===== src/inc/mcu_sysregs_defines.vh =====
// mcu_sysregs_defines.vh: offsets, field positions, reset values and vectors of the core's
// system register bank and data-space map. assumes an 8-bit data path and 12-bit program counter.
`ifndef MCU_SYSREGS_DEFINES_VH
`define MCU_SYSREGS_DEFINES_VH

// ----------------------------------------------------------------------------
// program space
// ----------------------------------------------------------------------------
`define PC_W                12
`define STACK_DEPTH         8
`define RESET_VECTOR        12'h000
`define IRQ_VECTOR          12'h004

// ----------------------------------------------------------------------------
// data space map
// ----------------------------------------------------------------------------
`define DADDR_W             9
`define SYS_LAST            9'h007
`define PERIPH_LAST         9'h07f
`define SRAM_FIRST          9'h080
`define SRAM_LAST           9'h17f
`define SRAM_DEPTH          256

// ----------------------------------------------------------------------------
// system register offsets
// ----------------------------------------------------------------------------
`define OFS_INDIRECT_PORT_0     9'h000
`define OFS_INDIRECT_PORT_1     9'h001
`define OFS_INDIRECT_POINTER_0  9'h002
`define OFS_INDIRECT_POINTER_1  9'h003
`define OFS_ALU_RESET_FLAGS     9'h004
`define OFS_ACCUMULATOR         9'h005
`define OFS_INTERRUPT_FLAGS_A   9'h006
`define OFS_INTERRUPT_ENABLES_A 9'h007
`define OFS_INTERRUPT_FLAGS_B   9'h016
`define OFS_INTERRUPT_ENABLES_B 9'h017

// peripheral registers reset on external reset only
`define OFS_WATCHDOG_CONTROL    9'h00d
`define OFS_PORT_FIRST          9'h020
`define OFS_PORT_LAST           9'h02b
`define OFS_SERIAL_IF_CONTROL   9'h057
`define OFS_SERIAL_IF_STATE     9'h058
`define OFS_SERIAL_IF_ADDRESS   9'h059
`define OFS_SERIAL_IF_BUFFER    9'h05a
`define OFS_PORT2_OUTPUT_CONFIG 9'h037

// ----------------------------------------------------------------------------
// status fields
// ----------------------------------------------------------------------------
`define ST_POINTER1_PAGE    7
`define ST_POINTER0_PAGE    6
`define ST_SLEEP_ENTERED    4
`define ST_WATCHDOG_TIMEOUT 3
`define ST_NIBBLE_CARRY     2
`define ST_CARRY            1
`define ST_ZERO             0
`define ST_IMPL_MASK        8'hdf
`define ST_EXT_RESET_MASK   8'h27
`define ST_SW_WRITE_MASK    8'hc7

// ----------------------------------------------------------------------------
// interrupt fields and reset values
// ----------------------------------------------------------------------------
`define IEA_GLOBAL          7
`define IRQA_MASK           8'h1f
`define IEA_MASK            8'h9f
`define IRQB_MASK           8'h07
`define IRQ_RESET           8'h00
`define REG_RESET           8'h00
`define SERIAL_CTRL_RESET   8'h10
`define SERIAL_CTRL_MASK    8'hf0
`define SERIAL_STATE_MASK   8'h3d
`define PORT2_OC_RESET      8'h18
`define PORT2_OC_MASK       8'h18

`endif


===== src/hw/return_stack.v =====
// return_stack.v: circular hardware stack of program counter values.
// assumes the core never pushes and pops in the same cycle; overflow wraps silently.
`timescale 1ns/1ps
`include "mcu_sysregs_defines.vh"

module return_stack #(
    parameter DEPTH = `STACK_DEPTH,
    parameter WIDTH = `PC_W
) (
    input  wire             i_clk,
    input  wire             i_rst,
    input  wire             i_push,
    input  wire             i_pop,
    input  wire [WIDTH-1:0] i_data,
    output wire [WIDTH-1:0] o_top
);
    reg [WIDTH-1:0] entry [0:DEPTH-1];
    reg [2:0]       sp;
    wire [2:0]      sp_dec = sp - 3'h1;

    // ------------------------------------------------------------------------
    // storage: like the original core, overflow overwrites the oldest entry
    // ------------------------------------------------------------------------
    always @(posedge i_clk) begin
        if (i_rst) begin
            sp <= 3'h0;
        end else if (i_push) begin
            entry[sp] <= i_data;
            sp        <= sp + 3'h1;
        end else if (i_pop) begin
            sp <= sp_dec;
        end
    end

    assign o_top = entry[sp_dec];
endmodule // return_stack


===== src/hw/mcu_sysregs.v =====
// mcu_sysregs.v: program counter, return stack, data-space decode, system registers,
// general sram and the external-reset-only peripheral registers of an 8-bit core.
// assumes the execute logic gives one access per cycle on i_addr, reads combinationally
// through the registered o_rdata the next cycle, and drives one-cycle control pulses.
`timescale 1ns/1ps
`include "mcu_sysregs_defines.vh"

// Behaviour
// - 12-bit program counter addresses 4k words of 16-bit program space
// - eight-entry, 12-bit hardware return stack saves pc on calls and interrupts
// - start-up or program reset loads pc with reset vector zero
// - any interrupt service start loads pc with shared vector four
// - data addresses 0x00-0x07 decode to the system special registers
// - data addresses 0x08-0x7f decode to peripheral registers
// - data addresses 0x80-0x17f map to 256 bytes of sram, 384 total
// - indirect ports 0 and 1 access memory at pointer 0 and 1
// - status resets to 00000uuu externally; watchdog reset only sets bit 3
// - external reset clears watchdog, port and serial address/buffer regs; watchdog keeps them
// - bits marked u keep their value across reset
// - accumulator 0x05 kept at reset; interrupt regs 0x06/0x07 and 0x16/0x17 cleared at reset
// - interrupt bit layout: five sources a, global enable bit 7, three sources b
// - status bits 7 and 6 page pointers 1 and 0 into 0x1xx
// - watchdog timeout sets bit 3, software zero clears; sleep sets bit 4
module mcu_sysregs #(
    parameter SRAM_DEPTH = `SRAM_DEPTH
) (
    input  wire                i_clk,
    input  wire                i_rst,
    input  wire                i_wdt_reset,
    input  wire                i_wdt_timeout,
    input  wire                i_sleep,
    input  wire                i_pc_step,
    input  wire                i_pc_load,
    input  wire [`PC_W-1:0]    i_pc_target,
    input  wire                i_call,
    input  wire                i_return,
    input  wire                i_irq_take,
    input  wire [4:0]          i_irq_a_set,
    input  wire [2:0]          i_irq_b_set,
    input  wire [2:0]          i_alu_flags_we,
    input  wire [2:0]          i_alu_flags,
    input  wire [`DADDR_W-1:0] i_addr,
    input  wire                i_rd,
    input  wire                i_wr,
    input  wire [7:0]          i_wdata,
    output reg  [`PC_W-1:0]    o_pc,
    output reg  [7:0]          o_rdata,
    output reg                 o_periph_sel,
    output reg                 o_irq_pending,
    output reg  [7:0]          o_accumulator,
    output reg  [7:0]          o_status
);
    // ------------------------------------------------------------------------
    // storage
    // ------------------------------------------------------------------------
    reg [7:0] sram [0:SRAM_DEPTH-1];
    reg [7:0] pointer_0;
    reg [7:0] pointer_1;
    reg [7:0] status;
    reg [7:0] accumulator;
    reg [7:0] irq_flags_a;
    reg [7:0] irq_enables_a;
    reg [7:0] irq_flags_b;
    reg [7:0] irq_enables_b;
    reg [7:0] watchdog_control;
    reg [7:0] port_reg [0:11];
    reg [7:0] serial_if_control;
    reg [7:0] serial_if_state;
    reg [7:0] serial_if_address;
    reg [7:0] serial_if_buffer;
    reg [7:0] port2_output_config;
    reg [`PC_W-1:0] pc;

    // ------------------------------------------------------------------------
    // indirect resolution: page bit extends the 8-bit pointer to 9 bits
    // ------------------------------------------------------------------------
    wire [`DADDR_W-1:0] ind_addr_0 = {status[`ST_POINTER0_PAGE], pointer_0};
    wire [`DADDR_W-1:0] ind_addr_1 = {status[`ST_POINTER1_PAGE], pointer_1};
    reg  [`DADDR_W-1:0] eff_addr;

    always @* begin
        if (i_addr == `OFS_INDIRECT_PORT_0) begin
            eff_addr = ind_addr_0;
        end else if (i_addr == `OFS_INDIRECT_PORT_1) begin
            eff_addr = ind_addr_1;
        end else begin
            eff_addr = i_addr;
        end
    end

    // an indirect port pointing at another indirect port reads zero, writes nothing:
    // avoids a combinational loop through the decode
    wire ind_self = (eff_addr <= `OFS_INDIRECT_PORT_1);
    wire in_sys    = (eff_addr <= `SYS_LAST) && !ind_self;
    wire in_periph = (eff_addr > `SYS_LAST) && (eff_addr <= `PERIPH_LAST);
    wire in_sram   = (eff_addr >= `SRAM_FIRST) && (eff_addr <= `SRAM_LAST);
    wire [7:0] sram_idx = eff_addr[7:0] - 8'h80;
    wire       in_port  = (eff_addr >= `OFS_PORT_FIRST) && (eff_addr <= `OFS_PORT_LAST);
    wire [3:0] port_idx = eff_addr[3:0] ^ 4'h0;
    wire wr_en = i_wr;

    // ------------------------------------------------------------------------
    // read mux
    // ------------------------------------------------------------------------
    reg [7:0] next_rdata;
    always @* begin
        next_rdata = 8'h00;
        if (in_sram) begin
            next_rdata = sram[sram_idx];
        end else if (in_port) begin
            next_rdata = port_reg[port_idx[3:0] - 4'h0];
        end else begin
            case (eff_addr)
                `OFS_INDIRECT_POINTER_0:  next_rdata = pointer_0;
                `OFS_INDIRECT_POINTER_1:  next_rdata = pointer_1;
                `OFS_ALU_RESET_FLAGS:     next_rdata = status & `ST_IMPL_MASK;
                `OFS_ACCUMULATOR:         next_rdata = accumulator;
                `OFS_INTERRUPT_FLAGS_A:   next_rdata = irq_flags_a & `IRQA_MASK;
                `OFS_INTERRUPT_ENABLES_A: next_rdata = irq_enables_a & `IEA_MASK;
                `OFS_INTERRUPT_FLAGS_B:   next_rdata = irq_flags_b & `IRQB_MASK;
                `OFS_INTERRUPT_ENABLES_B: next_rdata = irq_enables_b & `IRQB_MASK;
                `OFS_WATCHDOG_CONTROL:    next_rdata = watchdog_control;
                `OFS_SERIAL_IF_CONTROL:   next_rdata = serial_if_control;
                `OFS_SERIAL_IF_STATE:     next_rdata = serial_if_state;
                `OFS_SERIAL_IF_ADDRESS:   next_rdata = serial_if_address;
                `OFS_SERIAL_IF_BUFFER:    next_rdata = serial_if_buffer;
                `OFS_PORT2_OUTPUT_CONFIG: next_rdata = port2_output_config;
                default:                  next_rdata = 8'h00;
            endcase
        end
    end

    // ------------------------------------------------------------------------
    // sram
    // ------------------------------------------------------------------------
    // no reset: contents are unknown at power-up and software sets what it uses
    always @(posedge i_clk) begin
        if (wr_en && in_sram) begin
            sram[sram_idx] <= i_wdata;
        end
    end

    // ------------------------------------------------------------------------
    // pointers and accumulator: unknown at reset, so left unchanged
    // ------------------------------------------------------------------------
    always @(posedge i_clk) begin
        if (wr_en && in_sys && eff_addr == `OFS_INDIRECT_POINTER_0) begin
            pointer_0 <= i_wdata;
        end
        if (wr_en && in_sys && eff_addr == `OFS_INDIRECT_POINTER_1) begin
            pointer_1 <= i_wdata;
        end
        if (wr_en && in_sys && eff_addr == `OFS_ACCUMULATOR) begin
            accumulator <= i_wdata;
        end
    end

    // ------------------------------------------------------------------------
    // status register
    // ------------------------------------------------------------------------
    wire status_wr = wr_en && in_sys && (eff_addr == `OFS_ALU_RESET_FLAGS);
    reg  [7:0] next_status;
    integer b;
    always @* begin
        next_status = status;
        if (status_wr) begin
            // sleep flag is not writable, timeout flag only cleared by writing zero, bit 5 unimplemented
            next_status = (status & ~`ST_SW_WRITE_MASK) | (i_wdata & `ST_SW_WRITE_MASK);
            if (!i_wdata[`ST_WATCHDOG_TIMEOUT]) begin
                next_status[`ST_WATCHDOG_TIMEOUT] = 1'b0;
            end
        end
        // the alu's own flag update wins over a software write of the same bits
        for (b = 0; b < 3; b = b + 1) begin
            if (i_alu_flags_we[b]) begin
                next_status[b] = i_alu_flags[b];
            end
        end
        if (i_sleep) begin
            next_status[`ST_SLEEP_ENTERED] = 1'b1;
        end
        if (i_wdt_timeout) begin
            next_status[`ST_WATCHDOG_TIMEOUT] = 1'b1;
        end
        next_status[5] = 1'b0;
    end

    always @(posedge i_clk) begin
        if (i_rst) begin
            // page, sleep, timeout and bit 5 cleared; bits 2..0 kept as unknown/unchanged
            // (so the alu flags are not a reliable zero after power-up)
            status <= status & `ST_EXT_RESET_MASK & `ST_IMPL_MASK;
        end else if (i_wdt_reset) begin
            status <= status | 8'h08;
        end else begin
            status <= next_status;
        end
    end

    // ------------------------------------------------------------------------
    // interrupt flags and enables; hardware set wins over software clear
    // ------------------------------------------------------------------------
    wire wr_fa = wr_en && in_sys && eff_addr == `OFS_INTERRUPT_FLAGS_A;
    wire wr_ea = wr_en && in_sys && eff_addr == `OFS_INTERRUPT_ENABLES_A;
    // 0x16/0x17 sit in the peripheral range, hence in_periph rather than in_sys
    wire wr_fb = wr_en && in_periph && eff_addr == `OFS_INTERRUPT_FLAGS_B;
    wire wr_eb = wr_en && in_periph && eff_addr == `OFS_INTERRUPT_ENABLES_B;
    wire [7:0] next_flags_a = ((wr_fa ? i_wdata : irq_flags_a) | {3'h0, i_irq_a_set}) & `IRQA_MASK;
    wire [7:0] next_flags_b = ((wr_fb ? i_wdata : irq_flags_b) | {5'h00, i_irq_b_set}) & `IRQB_MASK;
    reg  [7:0] next_enables_a;
    always @* begin
        next_enables_a = wr_ea ? (i_wdata & `IEA_MASK) : irq_enables_a;
        if (i_irq_take) begin
            next_enables_a[`IEA_GLOBAL] = 1'b0;
        end
    end
    wire irq_any = irq_enables_a[`IEA_GLOBAL]
                   && (|(irq_flags_a & irq_enables_a & `IRQA_MASK)
                       || |(irq_flags_b & irq_enables_b & `IRQB_MASK));

    always @(posedge i_clk) begin
        // both resets clear flags and enables, so no stale request survives a restart
        if (i_rst || i_wdt_reset) begin
            irq_flags_a   <= `IRQ_RESET;
            irq_enables_a <= `IRQ_RESET;
            irq_flags_b   <= `IRQ_RESET;
            irq_enables_b <= `IRQ_RESET;
        end else begin
            irq_flags_a   <= next_flags_a;
            irq_enables_a <= next_enables_a;
            irq_flags_b   <= next_flags_b;
            if (wr_eb) begin
                irq_enables_b <= i_wdata & `IRQB_MASK;
            end
        end
    end

    // ------------------------------------------------------------------------
    // peripheral registers that only external reset initialises
    // ------------------------------------------------------------------------
    genvar p;
    generate
        // ports 0x20-0x2b are one array indexed by the low address nibble
        for (p = 0; p < 12; p = p + 1) begin : g_port
            always @(posedge i_clk) begin
                if (i_rst) begin
                    port_reg[p] <= `REG_RESET;
                end else if (wr_en && in_port && port_idx == p) begin
                    port_reg[p] <= i_wdata;
                end
            end
        end
    endgenerate

    always @(posedge i_clk) begin
        if (i_rst) begin
            watchdog_control    <= `REG_RESET;
            serial_if_address   <= `REG_RESET;
            serial_if_buffer    <= `REG_RESET;
            serial_if_control   <= (serial_if_control & ~`SERIAL_CTRL_MASK) | `SERIAL_CTRL_RESET;
            serial_if_state     <= serial_if_state & ~`SERIAL_STATE_MASK;
            port2_output_config <= port2_output_config | `PORT2_OC_RESET;
        end else if (wr_en && in_periph) begin
            // watchdog reset falls here too and leaves these untouched
            case (eff_addr)
                `OFS_WATCHDOG_CONTROL:    watchdog_control    <= i_wdata;
                `OFS_SERIAL_IF_ADDRESS:   serial_if_address   <= i_wdata;
                `OFS_SERIAL_IF_BUFFER:    serial_if_buffer    <= i_wdata;
                `OFS_SERIAL_IF_CONTROL:   serial_if_control   <= i_wdata;
                `OFS_SERIAL_IF_STATE:     serial_if_state     <= i_wdata;
                `OFS_PORT2_OUTPUT_CONFIG: port2_output_config <= i_wdata;
                default:                  watchdog_control    <= watchdog_control;
            endcase
        end
    end

    // ------------------------------------------------------------------------
    // program counter and return stack
    // ------------------------------------------------------------------------
    wire [`PC_W-1:0] stack_top;
    wire [`PC_W-1:0] pc_next_seq = pc + 12'h001;
    return_stack #(
        .DEPTH (`STACK_DEPTH),
        .WIDTH (`PC_W)
    ) u_stack (
        .i_clk  (i_clk),
        .i_rst  (i_rst),
        .i_push (i_call | i_irq_take),
        .i_pop  (i_return),
        .i_data (i_irq_take ? pc : pc_next_seq),
        .o_top  (stack_top)
    );

    reg [`PC_W-1:0] next_pc;
    always @* begin
        // interrupt entry wins over return, load, call and step in the same cycle; both resets win over it
        if (i_irq_take) begin
            next_pc = `IRQ_VECTOR;
        end else if (i_return) begin
            next_pc = stack_top;
        end else if (i_pc_load || i_call) begin
            next_pc = i_pc_target;
        end else if (i_pc_step) begin
            next_pc = pc_next_seq;
        end else begin
            next_pc = pc;
        end
    end

    always @(posedge i_clk) begin
        if (i_rst || i_wdt_reset) begin
            pc <= `RESET_VECTOR;
        end else begin
            pc <= next_pc;
        end
    end

    // ------------------------------------------------------------------------
    // registered outputs
    // ------------------------------------------------------------------------
    always @(posedge i_clk) begin
        if (i_rst) begin
            o_pc          <= `RESET_VECTOR;
            o_rdata       <= 8'h00;
            o_periph_sel  <= 1'b0;
            o_irq_pending <= 1'b0;
            o_accumulator <= 8'h00;
            o_status      <= 8'h00;
        end else begin
            // a watchdog reset restarts fetch, so the copy must follow pc to the reset vector
            o_pc          <= i_wdt_reset ? `RESET_VECTOR : next_pc;
            // zero outside reads, so a stale byte never looks like an answer
            o_rdata       <= i_rd ? next_rdata : 8'h00;
            o_periph_sel  <= (i_rd | i_wr) & in_periph & ~in_port;
            o_irq_pending <= irq_any;
            o_accumulator <= accumulator;
            o_status      <= status & `ST_IMPL_MASK;
        end
    end
endmodule // mcu_sysregs


===== config.mk =====
export PLATFORM = sky130hd
export DESIGN_NAME = mcu_sysregs
export DESIGN_NICKNAME = d
export VERILOG_FILES = /design/src/hw/return_stack.v /design/src/hw/mcu_sysregs.v
export VERILOG_INCLUDE_DIRS = /design/src /design/src/inc
export SDC_FILE = /design/constraint.sdc
export NUM_CORES = 2
export LEC_CHECK = 0
export BUFFER_PORTS_ARGS = -buffer_cell sky130_fd_sc_hd__buf_2
export CELL_PAD_IN_SITES_DETAIL_PLACEMENT = 2
export CELL_PAD_IN_SITES_GLOBAL_PLACEMENT = 2
export CORE_MARGIN = 8
export CORE_UTILIZATION = 40
export DETAILED_ROUTE_END_ITERATION = 8
export PLACE_DENSITY = 0.75
export RECOVER_POWER = 100
export REMOVE_ABC_BUFFERS = 1
export SETUP_SLACK_MARGIN = 0.02
export SLEW_MARGIN = 0
export SYNTH_ARGS = -nofsm -noshare
export SYNTH_HDL_FRONTEND = slang
export SYNTH_SLANG_ARGS = --single-unit

===== constraint.sdc =====
create_clock -name i_clk -period 4.11 [get_ports i_clk]
set_clock_uncertainty 0.15 [all_clocks]
set_input_delay 0.2055 -clock i_clk [delete_from_list [all_inputs] [get_ports i_clk]]
set_output_delay 0.2055 -clock i_clk [all_outputs]
set_load 0.05 [all_outputs]

**Yosys cells after proc, flatten, opt, wreduce, memory -nomap -nowiden**

Memories as Yosys holds them, arrays and structs flattened.
Index checks and enable logic that the tools add are counted.

- Register bits after elaboration: 149
- Bits in writable memories: 2240
- Input bits: 55
- Output and inout bits: 38
- Word-level logic and storage cells: 235
- Memories kept: 3

Memory list:

| memory | words | bits a word | read ports | clocked after memory_dff | wr ports | line | RTL |
|---|---|---|---|---|---|---|---|
| sram | 256 | 8 | 1 | 0 | 1 | mcu_sysregs.v:56 | `reg [7:0] sram [0:SRAM_DEPTH-1];` |
| port_reg | 12 | 8 | 1 | 0 | 12 | mcu_sysregs.v:66 | `reg [7:0] port_reg [0:11];` |
| u_stack.entry | 8 | 12 | 1 | 0 | 1 | return_stack.v:17 | `reg [WIDTH-1:0] entry [0:DEPTH-1];` |

- Add/subtract/negate cells: 4
- Order comparisons: 8
- Equal/unequal tests: 26
- Muxes and demuxes: 77
- Bitwise logic cells: 25
- Reduce and logical (&&, ||, !) cells: 60

Operator list:

| kind | count |
|---|---|
| two-way mux 8 bit | 14 |
| one-hot mux 8 bit (14 select lines) | 1 |
| two-way mux 12 bit | 5 |
| two-way mux 1 bit | 49 |
| equality test 9 x 3 -> 1 bit (second input constant) | 4 |
| equality test 9 x 7 -> 1 bit (second input constant) | 4 |
| logical AND 1 bit | 29 |
| equality test 9 x 2 -> 1 bit (second input constant) | 2 |
| equality test 9 x 5 -> 1 bit (second input constant) | 2 |
| two-way mux 9 bit | 2 |
| AND reduction 3 bit | 6 |
| equality test 4 x 3 -> 1 bit (second input constant) | 4 |
| equality test 4 bit (second input constant) | 4 |
| AND reduction 2 bit | 8 |
| bitwise OR 1 bit | 14 |
| adder 12 x 1 -> 12 bit (second input constant) | 1 |
| two-way mux 5 bit | 2 |
| nonzero test 2 bit | 5 |
| equality test 9 x 1 -> 1 bit (second input constant) | 1 |
| equality test 9 x 4 -> 1 bit (second input constant) | 1 |
| equality test 9 x 6 -> 1 bit (second input constant) | 1 |
| >= comparator 9 x 6 -> 1 bit (second input constant) | 1 |
| >= comparator 9 x 8 -> 1 bit (second input constant) | 1 |
| greater-than comparator 9 x 3 -> 1 bit (second input constant) | 1 |
| 27 further kinds | 38 |

**Logic depth before layout (Yosys ltp)**

- Depth in word-level cells: 11
- Depth in mapped cells: 16
- Mapped depth without buffers: 9

**By module**

Synthesis repeated with hierarchy kept, for this count alone.

- Cells, all modules: 7632
- Area, all modules: 100584.0 µm²

Modules (own cells, without submodules):

| module | times used | cells each | area an instance (µm²) | sequential area each (µm²) |
|---|---|---|---|---|
| mcu_sysregs | 1 | 7378 | 96546.3 | 67444.7 |
| return_stack | 1 | 254 | 4037.6 | 2942.8 |

**Least setup slack after synthesis**

Ideal clock, no wire load.

- Path type: input port to flip-flop
- From: in i_addr[4]
- To: mem sram[100][0], enable pin
- Library setup time: 0.370 ns
- Arrival time: 3.399 ns
- Required time: 3.590 ns
- Slack: 0.191 ns
- Stages: 12
- Buffers on the path: 6
- Cell sequence: or4_1 -> buf_2 -> nor4_1 -> nor2_1 -> nor3_2 -> buf_2 -> buf_2 -> buf_2 -> nand2_1 -> clkbuf_1 -> buf_1 -> nor2_1

- Cells in the longest elaborated chain, start to end: 8
- Elaborated cells between the ends (all ways): 11
- Classes of those cells: add/sub (1); order compare (2); eq/ne (1); mux (4); reduce/logical (3)

Ends and longest elaborated chain:

| item | line | RTL |
|---|---|---|
| start: declaration | mcu_sysregs.v:42 | `` input wire [`DADDR_W-1:0] i_addr, `` |
| equality test 9 x 1 -> 1 bit (no source line) | -- |  |
| two-way mux 9 bit | mcu_sysregs.v:84 | `` end else if (i_addr == `OFS_INDIRECT_PORT_1) begin `` |
| two-way mux 9 bit (*) | mcu_sysregs.v:82 | `` if (i_addr == `OFS_INDIRECT_PORT_0) begin `` |
| >= comparator 9 x 8 -> 1 bit (no source line) or <= comparator 9 bit (tied branches) | -- |  |
| logical AND 1 bit | mcu_sysregs.v:96 | `` wire in_sram = (eff_addr >= `SRAM_FIRST) && (eff_addr <= `SRAM_LAST); `` |
| logical AND 1 bit | mcu_sysregs.v:138 | `if (wr_en && in_sram) begin` |
| two-way mux 1 bit | mcu_sysregs.v:138 |  |
| two-way mux 1 bit (not written as such) | mcu_sysregs.v:139 | `sram[sram_idx] <= i_wdata;` |
| end: declaration | mcu_sysregs.v:56 |  |

Every way passes the cells marked *; elsewhere a longest branch is shown, timed or not.

**Worst setup path after layout**

- From: reg pointer_1[1]
- To: reg o_rdata[4]

- Cells in the longest elaborated chain, start to end: 6
- Elaborated cells between the ends (all ways): 28
- Classes of those cells: add/sub (1); order compare (4); eq/ne (14); mux (5); reduce/logical (2); memory (2)

Ends and longest elaborated chain:

| item | line | RTL |
|---|---|---|
| start: declaration | mcu_sysregs.v:58 | `reg [7:0] pointer_1;` |
| start signal: assignment | mcu_sysregs.v:151 | `pointer_1 <= i_wdata;` |
| two-way mux 9 bit (*) | mcu_sysregs.v:84 |  |
| two-way mux 9 bit (*) | mcu_sysregs.v:82 |  |
| branches (longest 3 deep; another with subtractor 8 bit) | -- |  |
| two-way mux 8 bit (*) | mcu_sysregs.v:108 | `if (in_sram) begin` |
| end signal: assignment | mcu_sysregs.v:333 | `o_rdata <= i_rd ? next_rdata : 8'h00;` |
| end: declaration | mcu_sysregs.v:47 | `output reg [7:0] o_rdata,` |

Every way passes the cells marked *.
A chain may end at the register's enable or synchronous reset.

==> metrics.txt <==
RSZ-0062 raised after global routing true; most frequent cell after synthesis edfxtp_1; sequential area share after synthesis 0.731; Critical Path RT 4.79 ns; Async SR Flop Fraction 0; post-route insts no fill 11,900; Detailed Route Iter0 Violations 10,800; Max stage delay on crit path 0.77 ns; Max H-tree Level 5; kind of end point of the critical path register; final setup violation count 387; final hold slack 0.149 ns; clock period minus worst slack 4.50 ns; Slew Limit Headroom -1.28; GR Util All Layers 0.348; final worst slack -0.394 ns; Final GP Congestion 0.884; largest net degree at the start of global routing 97; R2R Path End o_rdata[4]$_SDFF_PP0_; TritonCTS clock tree yes; R2R Path Start pointer_1[1]$_DFFE_PP_; post-route setup TNS -23.61 ns; run status complete, but fails checks; Syn. warnings 0; synth unique cells 66; I/O pin total 93; share of cells above drive strength 1 0.175; global-route wire length before repair 649 mm; top post-synthesis cells by count edfxtp_1 (2,280), nand2_1 (2,121), nand3_1 (1,143); drt wl/cell 40.3 um; # port buffers 91; Die Y 507 um; Synth top area share 0.711; CP Capture Point o_rdata[4]$_SDFF_PP0_; crit path cell chain mux2_4 -> a31oi_4 -> buf_12 -> buf_12 -> nand2_1 -> and3_1 -> a311oi_1 -> a311oi_1 -> nor3_2 -> o31ai_1 -> buf_4 -> a31oi_1; placed cell count 11,300; CP arrival 5.19 ns; Die W 507 um; Initial Util 0.401; endpoints failing hold 0; First-pass DRT Iterations 6; fin util 0.490; failing checks capacitance limit, slew limit, setup timing; clock transition at the registers of the reported paths 0.08 ns; kind of critical path register to register; Setup crit start pointer_1[1]$_DFFE_PP_; fin nets 8,564; total leakage power 41.1 nW; period utilisation layout 1.10; DR vias/cell 6.64; FF+latch count, synth 2,376; Synth area leaders edfxtp_1 (71%), nand2_1 (8.3%), nand3_1 (5.9%); Vias 79,100; row cnt 180; GR Overflow Total 0; Crit-path slowest cell nor3_2; Synth Flop Type edfxtp_1; clk buf depth 4; fillers 22,700; FMAX 222 MHz; PwrDens 480 nW/um^2; area leader, netlist edfxtp_1; worst min path class input port to register; Mapped Area 96,300 um^2; Tightest Pin Transition 3.41 ns; max-cap viol count 15; die area 257,000 um^2; R2R cell count 12; CTS sink cnt 2,376; vias in the first global route 82,700; synthesized area per cell 12.5 um^2; nature of the critical path startpoint register; Reg2Reg Setup Slack -0.39 ns; Largest register FFs 2,048; CP Max Fanout 49; drt drc 0; Max Slew Vio Count 1,035; TritonCTS buffer count 279; routed wire length 480 mm; Place WS -0.997 ns; antenna-violating nets left 0; final HPWL from detailed placement 257 mm; Core Box Area 240,000 um^2; peak supply drop 0.465 mV; initial antenna violation count 42; Syn-to-layout area delta 22.2%; Skew-Pair Late Insertion Delay 0.97 ns; CTS root buf clkbuf_16; Gate Count Post-Synth 7,699; number of enable flip-flop cells after synthesis 2,280
[repair_timing]
| action | 4_1_cts | 5_1_grt |
|---|---|---|
| gates resized for setup | 44 | 168 |
| hold buffers | 115 | 0 |
| endpoints found under the setup margin | 535 | 782 |
| gates cloned | 2 | 4 |
| hold endpoints to repair | 1191 | 0 |
| pin swaps | 7 | 20 |
| buffers inserted | 9 | 26 |
[worst min-delay path by stage]
| stage | endpoint | from | depth (start not counted) |
|---|---|---|---|
| 5_1_grt | status[0]$_DFFE_PP_ | i_alu_flags_we[0] | 4 |
| 3_3_place_gp | status[4]$_SDFFE_PP0P_ | i_sleep | 2 |
| 2_1_floorplan | serial_if_buffer[0]$_SDFFE_PP0P_ | i_rst | 1 |
| 4_1_cts | status[0]$_DFFE_PP_ | i_alu_flags_we[0] | 4 |
| 3_5_place_dp | status[4]$_SDFFE_PP0P_ | i_sleep | 2 |
| 6_report | status[0]$_DFFE_PP_ | i_alu_flags_we[0] | 4 |
[routing by layer]
metal | part of all wire | routed length (um) | GRT usage
met2 | 0.47 | 225000 | 0.575
met4 | 0.090 | 43200 | 0.226
met3 | 0.10 | 48300 | 0.0807
met5 | 0.00048 | 230 | 0
met1 | 0.34 | 163000 | 0.407
[kinds of logic after synthesis]
logic type                 synth area share
and+or+nand+nor                       0.181
DFF                                   0.731
xor gates and xnor gates            0.00227
other                             0.0000389
adders and majority gates          0.000390
AOI/OAI and AO/OA                    0.0485
buffers and inverters                0.0254
muxes                                0.0117
[placed cells by master (no fill, tap or decap), types with 113 or more instances in the layout]
master / synthesis / routed
clkbuf_1: 348 / 121
and3_1: 115 / 114
clkbuf_16: 0 / 288
a311oi_1: 209 / 188
buf_4: 1 / 663
nor2_1: 381 / 289
edfxtp_1: 2280 / 2280
nand2_1: 2121 / 2104
buf_12: 0 / 150
dlygate4sd3_1: 0 / 113
nand3_1: 1143 / 1128
[critical path: cells and delay by family (launching register included)]
family	cells	cell delay, ns
muxes	1	0.33
and+or+nand+nor	3	1.06
DFF	1	0.43
AOI/OAI and AO/OA	5	1.57
buffers and inverters	3	0.76
[per-stage QoR]
stage               cell area [um^2]  total power [W]
finish                        118000           0.0565
floorplan                      94100           0.0300
global placement              107000           0.0310
detailed placement            107000           0.0312
global route                  118000           0.0570
CTS                           117000           0.0552
[power breakdown]
| part | leakage [nW] | internal (W) | switching, W | total [W] |
|---|---|---|---|---|
| Sequential | 21.5 | 0.0266 | 0.0000872 | 0.0267 |
| Combinational | 15.5 | 0.00135 | 0.00333 | 0.00468 |
| Clock | 4.06 | 0.0136 | 0.0114 | 0.0251 |
[cell type report]
class	instances	area, um^2	area share
Clock buffer	360	7440	0.0633
Inverter	59	221	0.00188
Multi-Input combinational cell	4712	24500	0.208
Timing Repair Buffer	1078	10200	0.0864
Tap cell	3185	3990	0.0339
Clock inverter	111	883	0.00751
Antenna cell	32	80.1	0.000681
Sequential cell	2376	70400	0.598
Note: power is estimated with default switching activity, not from simulation.
